`config.mk`:
```
export PLATFORM = sky130hd
export DESIGN_NAME = adc_spi_loop_ready
export DESIGN_NICKNAME = d
export VERILOG_FILES = /design/src/adc_spi_pkg.sv /design/src/adc_spi_loop_ready.sv
export SDC_FILE = /design/constraint.sdc
export NUM_CORES = 2
export LEC_CHECK = 0
export CAP_MARGIN = 25
export CORE_AREA = 2 2 404 406
export DETAILED_ROUTE_END_ITERATION = 8
export DIE_AREA = 0 0 406 408
export DONT_BUFFER_PORTS = 1
export GPL_TIMING_DRIVEN = 0
export PLACE_DENSITY = 0.33
export RECOVER_POWER = 100
export SYNTH_ARGS = -nofsm -noshare
export SYNTH_HDL_FRONTEND = slang
export SYNTH_SLANG_ARGS = --single-unit
```
`constraint.sdc`:
```
create_clock -name ref_clk -period 15.5 [get_ports ref_clk]
set_input_delay 2.325 -clock ref_clk [delete_from_list [all_inputs] [get_ports ref_clk]]
set_output_delay 2.325 -clock ref_clk [all_outputs]
set_load 0.1 [all_outputs]
```
`src/adc_spi_pkg.sv`:
```
// adc_spi_pkg: constants, types and states for the converter serial loop block.
// assumes one 50 MHz ref_clk domain; all pins are already synchronous to it.
package adc_spi_pkg;

	// ----------------------------------------------------------------
	// sizes
	// ----------------------------------------------------------------
	localparam int CH_COUNT = 8;
	localparam int DATA_W = 24;
	localparam int WORD_W = 32;
	localparam int REG_COUNT = 32;
	localparam logic [5:0] CTRL_LAST_BIT = 6'h07;

	// ----------------------------------------------------------------
	// address map and loop sets
	// ----------------------------------------------------------------
	localparam logic [4:0] CH_FIRST = 5'h00;
	localparam logic [4:0] CH_LAST = 5'h07;
	localparam logic [4:0] CFG_FIRST = 5'h08;
	localparam logic [4:0] MAP_LAST = 5'h1F;
	localparam logic [4:0] KEY_ADDR = 5'h1F;
	localparam logic [4:0] PHASE_ADDR_A = 5'h0A;
	localparam logic [4:0] PHASE_ADDR_B = 5'h0B;
	localparam logic [4:0] CH_GRP_MASK = 5'h01;
	localparam logic [4:0] CFG_GRP_MASK = 5'h07;

	// ----------------------------------------------------------------
	// codes and reset values
	// ----------------------------------------------------------------
	localparam logic [7:0] UNLOCK_KEY = 8'hA5;
	localparam logic [7:0] KEY_RESET = 8'hA5;
	localparam logic [1:0] RD_STATIC = 2'h0;
	localparam logic [1:0] RD_GROUPS = 2'h1;
	localparam logic [1:0] RD_TYPES = 2'h2;
	localparam logic [1:0] RD_FULL = 2'h3;
	localparam logic WR_STATIC = 1'b0;
	localparam logic WR_TYPES = 1'b1;
	localparam logic [1:0] WIDTH_16 = 2'h0;
	localparam logic [1:0] WIDTH_24 = 2'h1;
	localparam logic [5:0] BITS_16 = 6'h10;
	localparam logic [5:0] BITS_24 = 6'h18;
	localparam logic [5:0] BITS_32 = 6'h20;
	localparam logic [1:0] DEV_ADDR_DEFAULT = 2'h1;

	// ----------------------------------------------------------------
	// types
	// ----------------------------------------------------------------
	typedef struct packed {
		logic [1:0] read_loop_sel;
		logic write_loop_sel;
		logic [1:0] word_width;
		logic link_ready_outputs;
		logic ready_idle_drive;
	} spi_cfg_type;

	typedef struct packed {
		logic [2:0] oversample_ratio;
		logic [1:0] prescaler;
		logic ext_clock_select;
		logic ext_reference_select;
	} restart_cfg_type;

	typedef enum logic [2:0] {
		st_idle,
		st_ctrl,
		st_read,
		st_write,
		st_halt
	} spi_state_type;

endpackage

```
`src/adc_spi_loop_ready.sv`:
```
// adc_spi_loop_ready: serial loop engine, ready pulse pin and result latches.
// assumes serial pins sampled on ref_clk (running at twice the master clock
// rate) and converter done pulses arriving one ref_clk cycle long.
`timescale 1ns/100ps

// Overview of operation
// - one control byte per frame; the loop lasts until chip select rises
// - pointer starts at control byte address, advances after each register
// - at last address of set the sequence ends and wraps to first
// - two-bit read loop select: static, groups, types (default), full map
// - one-bit write loop select: static or types (default)
// - serial input ignored after control byte during reads
// - idle-low: previous MSB after read when next word is a channel, new MSB at ready pulse; idle-high holds LSB
// - serial output stays high impedance during whole write transfer
// - write to non-writable address changes nothing, pointer not advanced
// - key not 0xA5 makes every address except 0x1F non-writable
// - phase write or clock, ratio, reference change restarts active converters
// - restart clears all channel results, conversion then resumes alone
// - active-low ready pulse at each conversion end, half master clock long
// - first pulse after settling plus phase delay, then every ready-rate period
// - idle ready pin floats when idle drive is 0, driven high when 1
// - ready pulses run independently of chip select and serial interface
// - ready pin inactive while hardware reset input is low
// - checksum mismatch holds ready pin low while it is asserted
// - first latch stage captures results on ready, all active when linked
// - second stage freezes a channel result at start of its read
// - output shifted on serial clock falling edges, input sampled on rising
// - write key resets to 0xA5, map unlocked after power-up
module adc_spi_loop_ready #(
	parameter logic [1:0] DEV_ADDR = adc_spi_pkg::DEV_ADDR_DEFAULT
) (
	input wire logic ref_clk,
	input wire logic rst,
	input wire logic clk_en,
	input wire logic cs_n,
	input wire logic sclk,
	input wire logic sdi,
	output logic sdo,
	output logic sdo_oe,
	input wire adc_spi_pkg::spi_cfg_type spi_cfg,
	input wire adc_spi_pkg::restart_cfg_type restart_cfg,
	input wire logic [adc_spi_pkg::DATA_W-1:0] cfg_regs [adc_spi_pkg::REG_COUNT],
	input wire logic [adc_spi_pkg::CH_COUNT-1:0] channel_active,
	input wire logic [adc_spi_pkg::CH_COUNT-1:0] conv_done,
	input wire logic [adc_spi_pkg::CH_COUNT-1:0][adc_spi_pkg::DATA_W-1:0] conv_data,
	input wire logic hw_reset_n,
	input wire logic checksum_mismatch,
	output logic ready_pulse_n,
	output logic ready_oe,
	output logic wr_strobe,
	output logic [4:0] wr_addr,
	output logic [adc_spi_pkg::DATA_W-1:0] wr_data,
	output logic [7:0] write_key,
	output logic converter_restart,
	output logic [adc_spi_pkg::CH_COUNT-1:0] restart_mask
);

	// ----------------------------------------------------------------
	// state
	// ----------------------------------------------------------------
	adc_spi_pkg::spi_state_type state;
	logic sclk_q;
	logic idle_low;
	logic [5:0] cnt;
	logic [4:0] ptr;
	logic [adc_spi_pkg::WORD_W-1:0] sh;
	logic [adc_spi_pkg::WORD_W-1:0] rx;
	logic msb_pending;
	logic [adc_spi_pkg::CH_COUNT-1:0] captured;
	logic prev_msb;
	logic [adc_spi_pkg::DATA_W-1:0] results [adc_spi_pkg::CH_COUNT];
	adc_spi_pkg::restart_cfg_type restart_prev;
	logic restart_seen;

	// ----------------------------------------------------------------
	// decode
	// ----------------------------------------------------------------
	function automatic logic [4:0] loop_next(input logic [4:0] a, input logic rd,
		input adc_spi_pkg::spi_cfg_type c);
		logic [4:0] first, last, mask;
		logic is_ch;
		is_ch = (a <= adc_spi_pkg::CH_LAST);
		mask = is_ch ? adc_spi_pkg::CH_GRP_MASK : adc_spi_pkg::CFG_GRP_MASK;
		first = a;
		last = a;
		if (rd) begin
			case (c.read_loop_sel)
				adc_spi_pkg::RD_STATIC: ;
				adc_spi_pkg::RD_GROUPS: begin
					first = a & ~mask;
					last = a | mask;
				end
				adc_spi_pkg::RD_TYPES: begin
					first = is_ch ? adc_spi_pkg::CH_FIRST : adc_spi_pkg::CFG_FIRST;
					last = is_ch ? adc_spi_pkg::CH_LAST : adc_spi_pkg::MAP_LAST;
				end
				default: begin
					first = adc_spi_pkg::CH_FIRST;
					last = adc_spi_pkg::MAP_LAST;
				end
			endcase
		end else if (c.write_loop_sel == adc_spi_pkg::WR_TYPES) begin
			first = adc_spi_pkg::CFG_FIRST;
			last = adc_spi_pkg::MAP_LAST;
		end
		return (a == last) ? first : a + 5'h01;
	endfunction

	function automatic logic [adc_spi_pkg::WORD_W-1:0] word_at(input logic [4:0] a);
		logic [adc_spi_pkg::DATA_W-1:0] d;
		if (a <= adc_spi_pkg::CH_LAST)
			d = results[a[2:0]];
		else if (a == adc_spi_pkg::KEY_ADDR)
			d = {cfg_regs[a][adc_spi_pkg::DATA_W-1:8], write_key};
		else
			d = cfg_regs[a];
		return {d, 8'h00};
	endfunction

	wire rise = sclk & ~sclk_q;
	wire fall = ~sclk & sclk_q;
	wire [5:0] word_bits = (spi_cfg.word_width == adc_spi_pkg::WIDTH_16) ? adc_spi_pkg::BITS_16 :
		(spi_cfg.word_width == adc_spi_pkg::WIDTH_24) ? adc_spi_pkg::BITS_24 :
		adc_spi_pkg::BITS_32;
	wire [5:0] last_bit = word_bits - 6'h01;
	wire [7:0] ctrl_byte = {rx[6:0], sdi};
	wire [4:0] ctrl_addr = ctrl_byte[5:1];
	wire ctrl_done = (state == adc_spi_pkg::st_ctrl) && rise && (cnt == adc_spi_pkg::CTRL_LAST_BIT);
	wire dev_match = (ctrl_byte[7:6] == DEV_ADDR);
	wire [adc_spi_pkg::WORD_W-1:0] rx_next = {rx[adc_spi_pkg::WORD_W-2:0], sdi};
	wire [adc_spi_pkg::DATA_W-1:0] rx_data =
		(spi_cfg.word_width == adc_spi_pkg::WIDTH_16) ? {rx_next[15:0], 8'h00} :
		(spi_cfg.word_width == adc_spi_pkg::WIDTH_24) ? rx_next[23:0] : rx_next[31:8];
	wire [4:0] next_rd_ptr = loop_next(ptr, 1'b1, spi_cfg);
	wire [4:0] next_wr_ptr = loop_next(ptr, 1'b0, spi_cfg);
	wire [adc_spi_pkg::WORD_W-1:0] next_word = word_at(next_rd_ptr);
	wire next_is_ch = (next_rd_ptr <= adc_spi_pkg::CH_LAST);
	wire [adc_spi_pkg::WORD_W-1:0] ctrl_word = word_at(ctrl_addr);
	wire [adc_spi_pkg::WORD_W-1:0] ptr_word = word_at(ptr);
	// lock keeps only key address writable
	wire writable = (ptr >= adc_spi_pkg::CFG_FIRST) &&
		((write_key == adc_spi_pkg::UNLOCK_KEY) || (ptr == adc_spi_pkg::KEY_ADDR));
	wire wr_done = (state == adc_spi_pkg::st_write) && rise && (cnt == last_bit);
	wire wr_fire = wr_done && writable;
	wire rd_done = (state == adc_spi_pkg::st_read) && fall &&
		(idle_low ? (cnt == word_bits) : (cnt == last_bit));
	wire phase_wr = wr_fire &&
		((ptr == adc_spi_pkg::PHASE_ADDR_A) || (ptr == adc_spi_pkg::PHASE_ADDR_B));
	wire cfg_changed = restart_seen && (restart_cfg != restart_prev);
	wire restart_now = phase_wr || cfg_changed;
	// linked capture of all active channels
	wire any_done = |(conv_done & channel_active);
	wire [adc_spi_pkg::CH_COUNT-1:0] capture = spi_cfg.link_ready_outputs ?
		({adc_spi_pkg::CH_COUNT{any_done}} & channel_active) : conv_done;
	wire ready_evt = spi_cfg.link_ready_outputs ? any_done : |conv_done;

	// ----------------------------------------------------------------
	// serial engine
	// ----------------------------------------------------------------
	always_ff @(posedge ref_clk or posedge rst) begin
		if (rst) begin
			state <= adc_spi_pkg::st_idle;
			sclk_q <= 1'b0;
			idle_low <= 1'b0;
			cnt <= 6'h00;
			ptr <= 5'h00;
			sh <= 32'h00000000;
			rx <= 32'h00000000;
			sdo <= 1'b0;
			sdo_oe <= 1'b0;
			msb_pending <= 1'b0;
			captured <= '0;
			prev_msb <= 1'b0;
			wr_strobe <= 1'b0;
			wr_addr <= 5'h00;
			wr_data <= 24'h000000;
			write_key <= adc_spi_pkg::KEY_RESET;
		end else if (clk_en) begin
			sclk_q <= sclk;
			captured <= capture;
			wr_strobe <= 1'b0;
			if (cs_n) begin
				// frame ends only on chip select high
				state <= adc_spi_pkg::st_idle;
				sdo_oe <= 1'b0;
				msb_pending <= 1'b0;
			end else begin
				case (state)
					adc_spi_pkg::st_idle: begin
						state <= adc_spi_pkg::st_ctrl;
						idle_low <= ~sclk;
						cnt <= 6'h00;
					end
					adc_spi_pkg::st_ctrl: begin
						if (rise) begin
							rx <= rx_next;
							cnt <= cnt + 6'h01;
						end
						if (ctrl_done) begin
							cnt <= 6'h00;
							ptr <= ctrl_addr;
							if (!dev_match) begin
								state <= adc_spi_pkg::st_halt;
							end else if (ctrl_byte[0]) begin
								state <= adc_spi_pkg::st_read;
								sh <= ctrl_word;
								prev_msb <= ctrl_word[adc_spi_pkg::WORD_W-1];
								sdo_oe <= 1'b1;
							end else begin
								state <= adc_spi_pkg::st_write;
							end
						end
					end
					adc_spi_pkg::st_read: begin
						if (fall) begin
							msb_pending <= 1'b0;
							sdo <= sh[adc_spi_pkg::WORD_W-1];
							sh <= {sh[adc_spi_pkg::WORD_W-2:0], 1'b0};
							cnt <= cnt + 6'h01;
							// idle-high keeps the last bit until the next fall
							if (rd_done) begin
								ptr <= next_rd_ptr;
								prev_msb <= next_word[adc_spi_pkg::WORD_W-1];
								sh <= next_word;
								cnt <= 6'h00;
							end
							// channel word: previous MSB, new one waits for ready; other words show their own MSB at once
							if (rd_done && idle_low) begin
								sh <= {next_word[adc_spi_pkg::WORD_W-2:0], 1'b0};
								cnt <= 6'h01;
								sdo <= next_is_ch ? prev_msb : next_word[adc_spi_pkg::WORD_W-1];
								msb_pending <= next_is_ch;
							end
						end else if (msb_pending && captured[ptr[2:0]]) begin
							// new word shown once its result is latched
							sdo <= ptr_word[adc_spi_pkg::WORD_W-1];
							sh <= {ptr_word[adc_spi_pkg::WORD_W-2:0], 1'b0};
							prev_msb <= ptr_word[adc_spi_pkg::WORD_W-1];
							msb_pending <= 1'b0;
						end
					end
					adc_spi_pkg::st_write: begin
						if (rise) begin
							rx <= rx_next;
							cnt <= cnt + 6'h01;
						end
						if (wr_fire) begin
							wr_strobe <= 1'b1;
							wr_addr <= ptr;
							wr_data <= rx_data;
							ptr <= next_wr_ptr;
							cnt <= 6'h00;
							if (ptr == adc_spi_pkg::KEY_ADDR)
								write_key <= rx_data[7:0];
						end else if (wr_done) begin
							state <= adc_spi_pkg::st_halt;
						end
					end
					default: begin
						state <= adc_spi_pkg::st_halt;
					end
				endcase
			end
		end
	end

	// ----------------------------------------------------------------
	// result latches and restart
	// ----------------------------------------------------------------
	for (genvar i = 0; i < adc_spi_pkg::CH_COUNT; i++) begin : g_latch
		always_ff @(posedge ref_clk or posedge rst) begin
			if (rst)
				results[i] <= 24'h000000;
			else if (clk_en && restart_now)
				results[i] <= 24'h000000;
			else if (clk_en && capture[i])
				results[i] <= conv_data[i];
		end
	end

	always_ff @(posedge ref_clk or posedge rst) begin
		if (rst) begin
			restart_prev <= '0;
			restart_seen <= 1'b0;
			converter_restart <= 1'b0;
			restart_mask <= 8'h00;
		end else if (clk_en) begin
			restart_prev <= restart_cfg;
			restart_seen <= 1'b1;
			// restart only converters that are running
			converter_restart <= restart_now;
			restart_mask <= restart_now ? channel_active : 8'h00;
		end
	end

	// ----------------------------------------------------------------
	// ready pin
	// ----------------------------------------------------------------
	// sequencing of pulses (settling, phase, rate) lives in the converter;
	// this stage only shapes and drives them, ignoring chip select
	always_ff @(posedge ref_clk or posedge rst) begin
		if (rst) begin
			ready_pulse_n <= 1'b1;
			ready_oe <= 1'b0;
		end else if (clk_en) begin
			// hardware reset falls through to the idle drive
			if (hw_reset_n && checksum_mismatch) begin
				ready_pulse_n <= 1'b0;
				ready_oe <= 1'b1;
			end else if (hw_reset_n && ready_evt) begin
				// one ref_clk cycle is half a master period
				ready_pulse_n <= 1'b0;
				ready_oe <= 1'b1;
			end else begin
				ready_pulse_n <= 1'b1;
				ready_oe <= spi_cfg.ready_idle_drive;
			end
		end
	end

	// ----------------------------------------------------------------
	// assertions
	// ----------------------------------------------------------------
	a_key_reset_val: assert property (@(posedge ref_clk) $fell(rst) |-> write_key == 8'hA5)
		else $error("write key not unlocked after reset");
	a_write_no_drive: assert property (@(posedge ref_clk) disable iff (rst)
		state == adc_spi_pkg::st_write |-> !sdo_oe)
		else $error("serial output driven during write");
	a_locked_write_block: assert property (@(posedge ref_clk) disable iff (rst)
		wr_strobe && wr_addr != 5'h1F |-> $past(write_key) == 8'hA5)
		else $error("write taken while map locked");
	a_halt_ptr_hold: assert property (@(posedge ref_clk) disable iff (rst)
		clk_en && state == adc_spi_pkg::st_halt && !cs_n |=> $stable(ptr) && !wr_strobe)
		else $error("pointer moved after refused write");
	a_ready_pulse_low: assert property (@(posedge ref_clk) disable iff (rst)
		clk_en && ready_evt && hw_reset_n |=> !ready_pulse_n && ready_oe)
		else $error("ready pulse missing");
	a_ready_reset_idle: assert property (@(posedge ref_clk) disable iff (rst)
		clk_en && !hw_reset_n |=> ready_pulse_n && ready_oe == $past(spi_cfg.ready_idle_drive))
		else $error("ready active during hardware reset");
	a_mismatch_hold_low: assert property (@(posedge ref_clk) disable iff (rst)
		(clk_en && hw_reset_n && checksum_mismatch) [*2] |=> !ready_pulse_n)
		else $error("ready not held low on mismatch");
	a_phase_restart: assert property (@(posedge ref_clk) disable iff (rst)
		clk_en && phase_wr |=> converter_restart && restart_mask == $past(channel_active))
		else $error("phase write did not restart converters");
	a_restart_clears: assert property (@(posedge ref_clk) disable iff (rst)
		converter_restart |-> results[0] == 24'h000000 && results[7] == 24'h000000)
		else $error("results not cleared on restart");
	a_types_wrap: assert property (@(posedge ref_clk) disable iff (rst)
		clk_en && rd_done && !cs_n && ptr == 5'h07 && spi_cfg.read_loop_sel == 2'h2
		|=> ptr == 5'h00)
		else $error("read pointer did not wrap to set start");
	a_ctrl_start_ptr: assert property (@(posedge ref_clk) disable iff (rst)
		clk_en && ctrl_done && !cs_n |=> ptr == $past(ctrl_addr))
		else $error("pointer not loaded from control byte");

endmodule // adc_spi_loop_ready

```
==> impl_metrics.env <==
export IMPL_outcome="finished with violations"
export IMPL_violations="capacitance limit, slew limit"
export IMPL_clock_sinks=332
export IMPL_placed_area_sq_um=40400
export IMPL_post_route_util=0.2607
export IMPL_pwr_density_cell_nw_per_um2=246.6
export IMPL_grt_pass1_wl_um=434100
export IMPL_async_flop_share=1.000
export IMPL_critPathSlowestCell="nor3_1"
export IMPL_io_buffers=0
export IMPL_cts_resized=0
export IMPL_htreeDepth=2
export IMPL_path_clk_slew_ns=0.07
export IMPL_layout_drive_gt1_share=0.2649
export IMPL_avgRoutedWirePerCell_um=59.30
export IMPL_syn_area_sq_um=35900
export IMPL_die_area_sq_um=165600
export IMPL_grt_max_degree=97
export IMPL_fin_worst_skew_ns=0.02554
export IMPL_path_class="reg2reg"
export IMPL_grt_usage=0.4102
export IMPL_nets=4620
export IMPL_die_w_um=406
export IMPL_wirelength_um=351000
export IMPL_antenna_found_initial=109
export IMPL_ys_seq_area_frac=0.2316
export IMPL_design_core_area_sq_um=161700
export IMPL_yosys_area_share_simple=0.1482
export IMPL_fin_crit_sh=0.7363
export IMPL_yosysWarnings=0
export IMPL_postCtsHoldBufs=0
export IMPL_via_per_inst=6.762
export IMPL_hold_ws_ns=0.4904
export IMPL_yosysUniqueCellTypes=90
export IMPL_syn_nets=4457
export IMPL_dr_pass1_iters=8
export IMPL_cts_root_buf="clkbuf_16"
export IMPL_synth_compound_area_share=0.09341
export IMPL_num_fill_cells=17270
export IMPL_top_level_ports=1049
export IMPL_tns_ns=0
export IMPL_grt_pass1_vias=36930
export IMPL_path_cells="clkbuf_1 > clkbuf_1 > clkbuf_1 > clkbuf_1 > clkbuf_1 > clkbuf_1 > and3_1 > ha_1 > o41a_1 > or2_0 > clkbuf_1 > clkbuf_1 > clkbuf_1 > nor3_1 > a22oi_1 > and3_1 > o221ai_1 > o221a_2"
export IMPL_tightest_slew_ns=6.248
export IMPL_syn_area_per_cell_sq_um=10.41
export IMPL_area_growth_syn_to_layout_pct=17.41
export IMPL_ant_nets=0
export IMPL_hpwl_um=289200
export IMPL_yosys_area_top_type_share=0.3538
export IMPL_overflow=0
export IMPL_clk_latency_ns=0.66
export IMPL_cp_arrival_ns=12.00
export IMPL_fin_crit_ns=11.41
export IMPL_drv_slew=191
export IMPL_start_kind="flop"
export IMPL_drv_cap=6
export IMPL_synth_ff_type="dfrtp_1"
export IMPL_synth_edf_count=0
export IMPL_crit_fanout=11
export IMPL_crit_top_cell="clkbuf_1"
export IMPL_total_power_mw=10.39
export IMPL_synth_area_top_cells="mux4_2, dfrtp_1, mux2i_1"
export IMPL_synth_fa_ha_area_frac=0.003485
export IMPL_cts_tree="yes"
export IMPL_seqCellArea_sq_um=8314
export IMPL_cts_buffers=47
export IMPL_hold_violations=0
export IMPL_clk_path_buf_depth=3
export IMPL_critPathMaxStageDelay_ns=2.16
export IMPL_multi_input_comb_area_sq_um=26000
export IMPL_fmax_ghz=0.08763
export IMPL_synth_area_leader_cell="mux4_2"
export IMPL_num_vias=40030
export IMPL_ir_drop_mv=0.1371
export IMPL_setup_viol=0
export IMPL_syn_inst=3449
export IMPL_min_path_type="reg2reg"
export IMPL_post_cts_buffers=0
export IMPL_rsz0062_at_grt="false"
export IMPL_required_ns=16.09
export IMPL_final_area_sq_um=42150
export IMPL_p_leak_nw=16.14
export IMPL_yosys_register_bits=332
export IMPL_cp_buffers_inverters=9
export IMPL_die_h_um=408
export IMPL_drt_iter0_drc=6662
export IMPL_setup_worst_path_end_class="flop"
export IMPL_slew_headroom=-3.166
export IMPL_synth_top_family_by_area="multiplexers"
export IMPL_start_util=0.2221
export IMPL_placementRows=148
export IMPL_gp_congestion=1.068
export IMPL_synth_xor_area_share=0.002440
export IMPL_critical_path_top_delay_family="buffers and inverters"
export IMPL_synthMuxAreaShare=0.4769
export IMPL_drcViolationCount=0
cell families (layout without fill, tap and decap cells):
family	after synthesis	in the layout
compound gates	493	493
xor+xnor	10	10
fa+ha+maj	10	10
buf+inv	368	570
flops	332	332
mux	996	996
other cells	0	93
simple gates	1240	1240
layer usage:
metal	wire, um	share of wire	track usage
met1	122200	0.35	0.4603
met2	151200	0.43	0.6091
met3	54170	0.15	0.2362
met4	22880	0.065	0.2221
met5	552	0.0016	0
Yosys cell counts, types with 6 or more instances:
cell type and number:
a211o_1 6, a211oi_1 17, a21o_1 8, a21oi_1 90, a221o_1 7, a221oi_1 17, a22o_1 17, a22oi_1 25
a311oi_1 15, a31oi_1 43, a32o_1 6, a32oi_1 17, and2_1 7, and3_1 46, buf_1 59, buf_2 80
buf_4 20, clkbuf_1 183, dfrtp_1 327, ha_1 10, inv_1 21, mux2_2 68, mux2i_1 361, mux4_2 564
nand2_1 617, nand2b_1 12, nand3_1 177, nand4_1 26, nor2_1 280, nor2b_1 14, nor3_1 26, nor4_1 6
o2111ai_1 14, o211ai_1 22, o21ai_0 106, o221ai_1 6, o22ai_1 24, xnor2_1 6
state kept, by name, indices dropped and copies added (netlist names), 7 cells and up:
| signal | cells |
|---|---|
| restart_prev | 7 |
| captured | 8 |
| sh | 24 |
| wr_data | 24 |
| write_key | 8 |
| results | 192 |
| rx | 31 |
| restart_mask | 8 |
power by group:
| group | total (mW) | internal, mW | switching (mW) |
|---|---|---|---|
| Clock | 1.24 | 0.741 | 0.496 |
| Sequential | 1.02 | 0.919 | 0.102 |
| Combinational | 8.13 | 2.44 | 5.70 |
| Total | 10.4 | 4.10 | 6.29 |
worst register-to-register path: cells and delay by family, from the launching register on:
family | cells | cell delay [ns]
DFF | 1 | 0.40
and+or+nand+nor | 4 | 3.20
buffers and inverters | 9 | 6.36
AOI/OAI and AO/OA | 4 | 1.09
adders and majority gates | 1 | 0.29
cell type report:
type | count | area share
multi-input cells | 2749 | 0.6170
flip-flops and latches | 332 | 0.1973
well taps | 2175 | 0.06457
repair buffers | 114 | 0.03666
plain buffers | 345 | 0.03666
clock buffers | 71 | 0.03221
clock inverters | 17 | 0.008045
diodes | 93 | 0.005522
inverters | 23 | 0.002078
cells in the final DEF, fill, tap and decap left out, drive strengths merged, types with 8 or more instances in the layout:
| master | instances |
|---|---|
| a22o | 17 |
| a221oi | 18 |
| bufinv | 8 |
| nand2b | 12 |
| a311oi | 15 |
| o22ai | 24 |
| nor2 | 284 |
| dfrtp | 327 |
| mux4 | 564 |
| a22oi | 25 |
| diode | 93 |
| a31oi | 43 |
| inv | 21 |
| nor2b | 14 |
| ha | 10 |
| clkbuf | 274 |
| o21ai | 112 |
| nand4 | 26 |
| nand2 | 617 |
| buf | 256 |
| a21oi | 91 |
| a32oi | 17 |
| and3 | 46 |
| nor3 | 28 |
| mux2i | 363 |
| o2111ai | 14 |
| o211ai | 22 |
| a211oi | 18 |
| nand3 | 177 |
| a21o | 8 |
| mux2 | 69 |
through the flow:
step / worst slack (ns) / cells
after global placement: -2.411 / 5624
after detailed placement: 7.423 / 5732
after CTS: 7.457 / 5820
after global routing: 4.505 / 5855
final: 4.088 / 5919
after floorplan: 3.987 / 3449
path summary, 6_finish.rpt:
path | start | endpoint | slack, ns | cells past startpoint
max in group asynchronous | rst | sh[10] | 5.76 | 2
hold / removal | restart_seen | restart_seen | 0.49 | 1
setup / recovery | ptr[2] | sh[23] | 4.09 | 18
hold reg to reg | restart_seen | restart_seen | 0.49 | 1
min in group asynchronous | rst | restart_prev[6] | 2.60 | 1
setup reg to reg | ptr[2] | sh[23] | 4.09 | 18
Power figures use the tool's default switching activity.
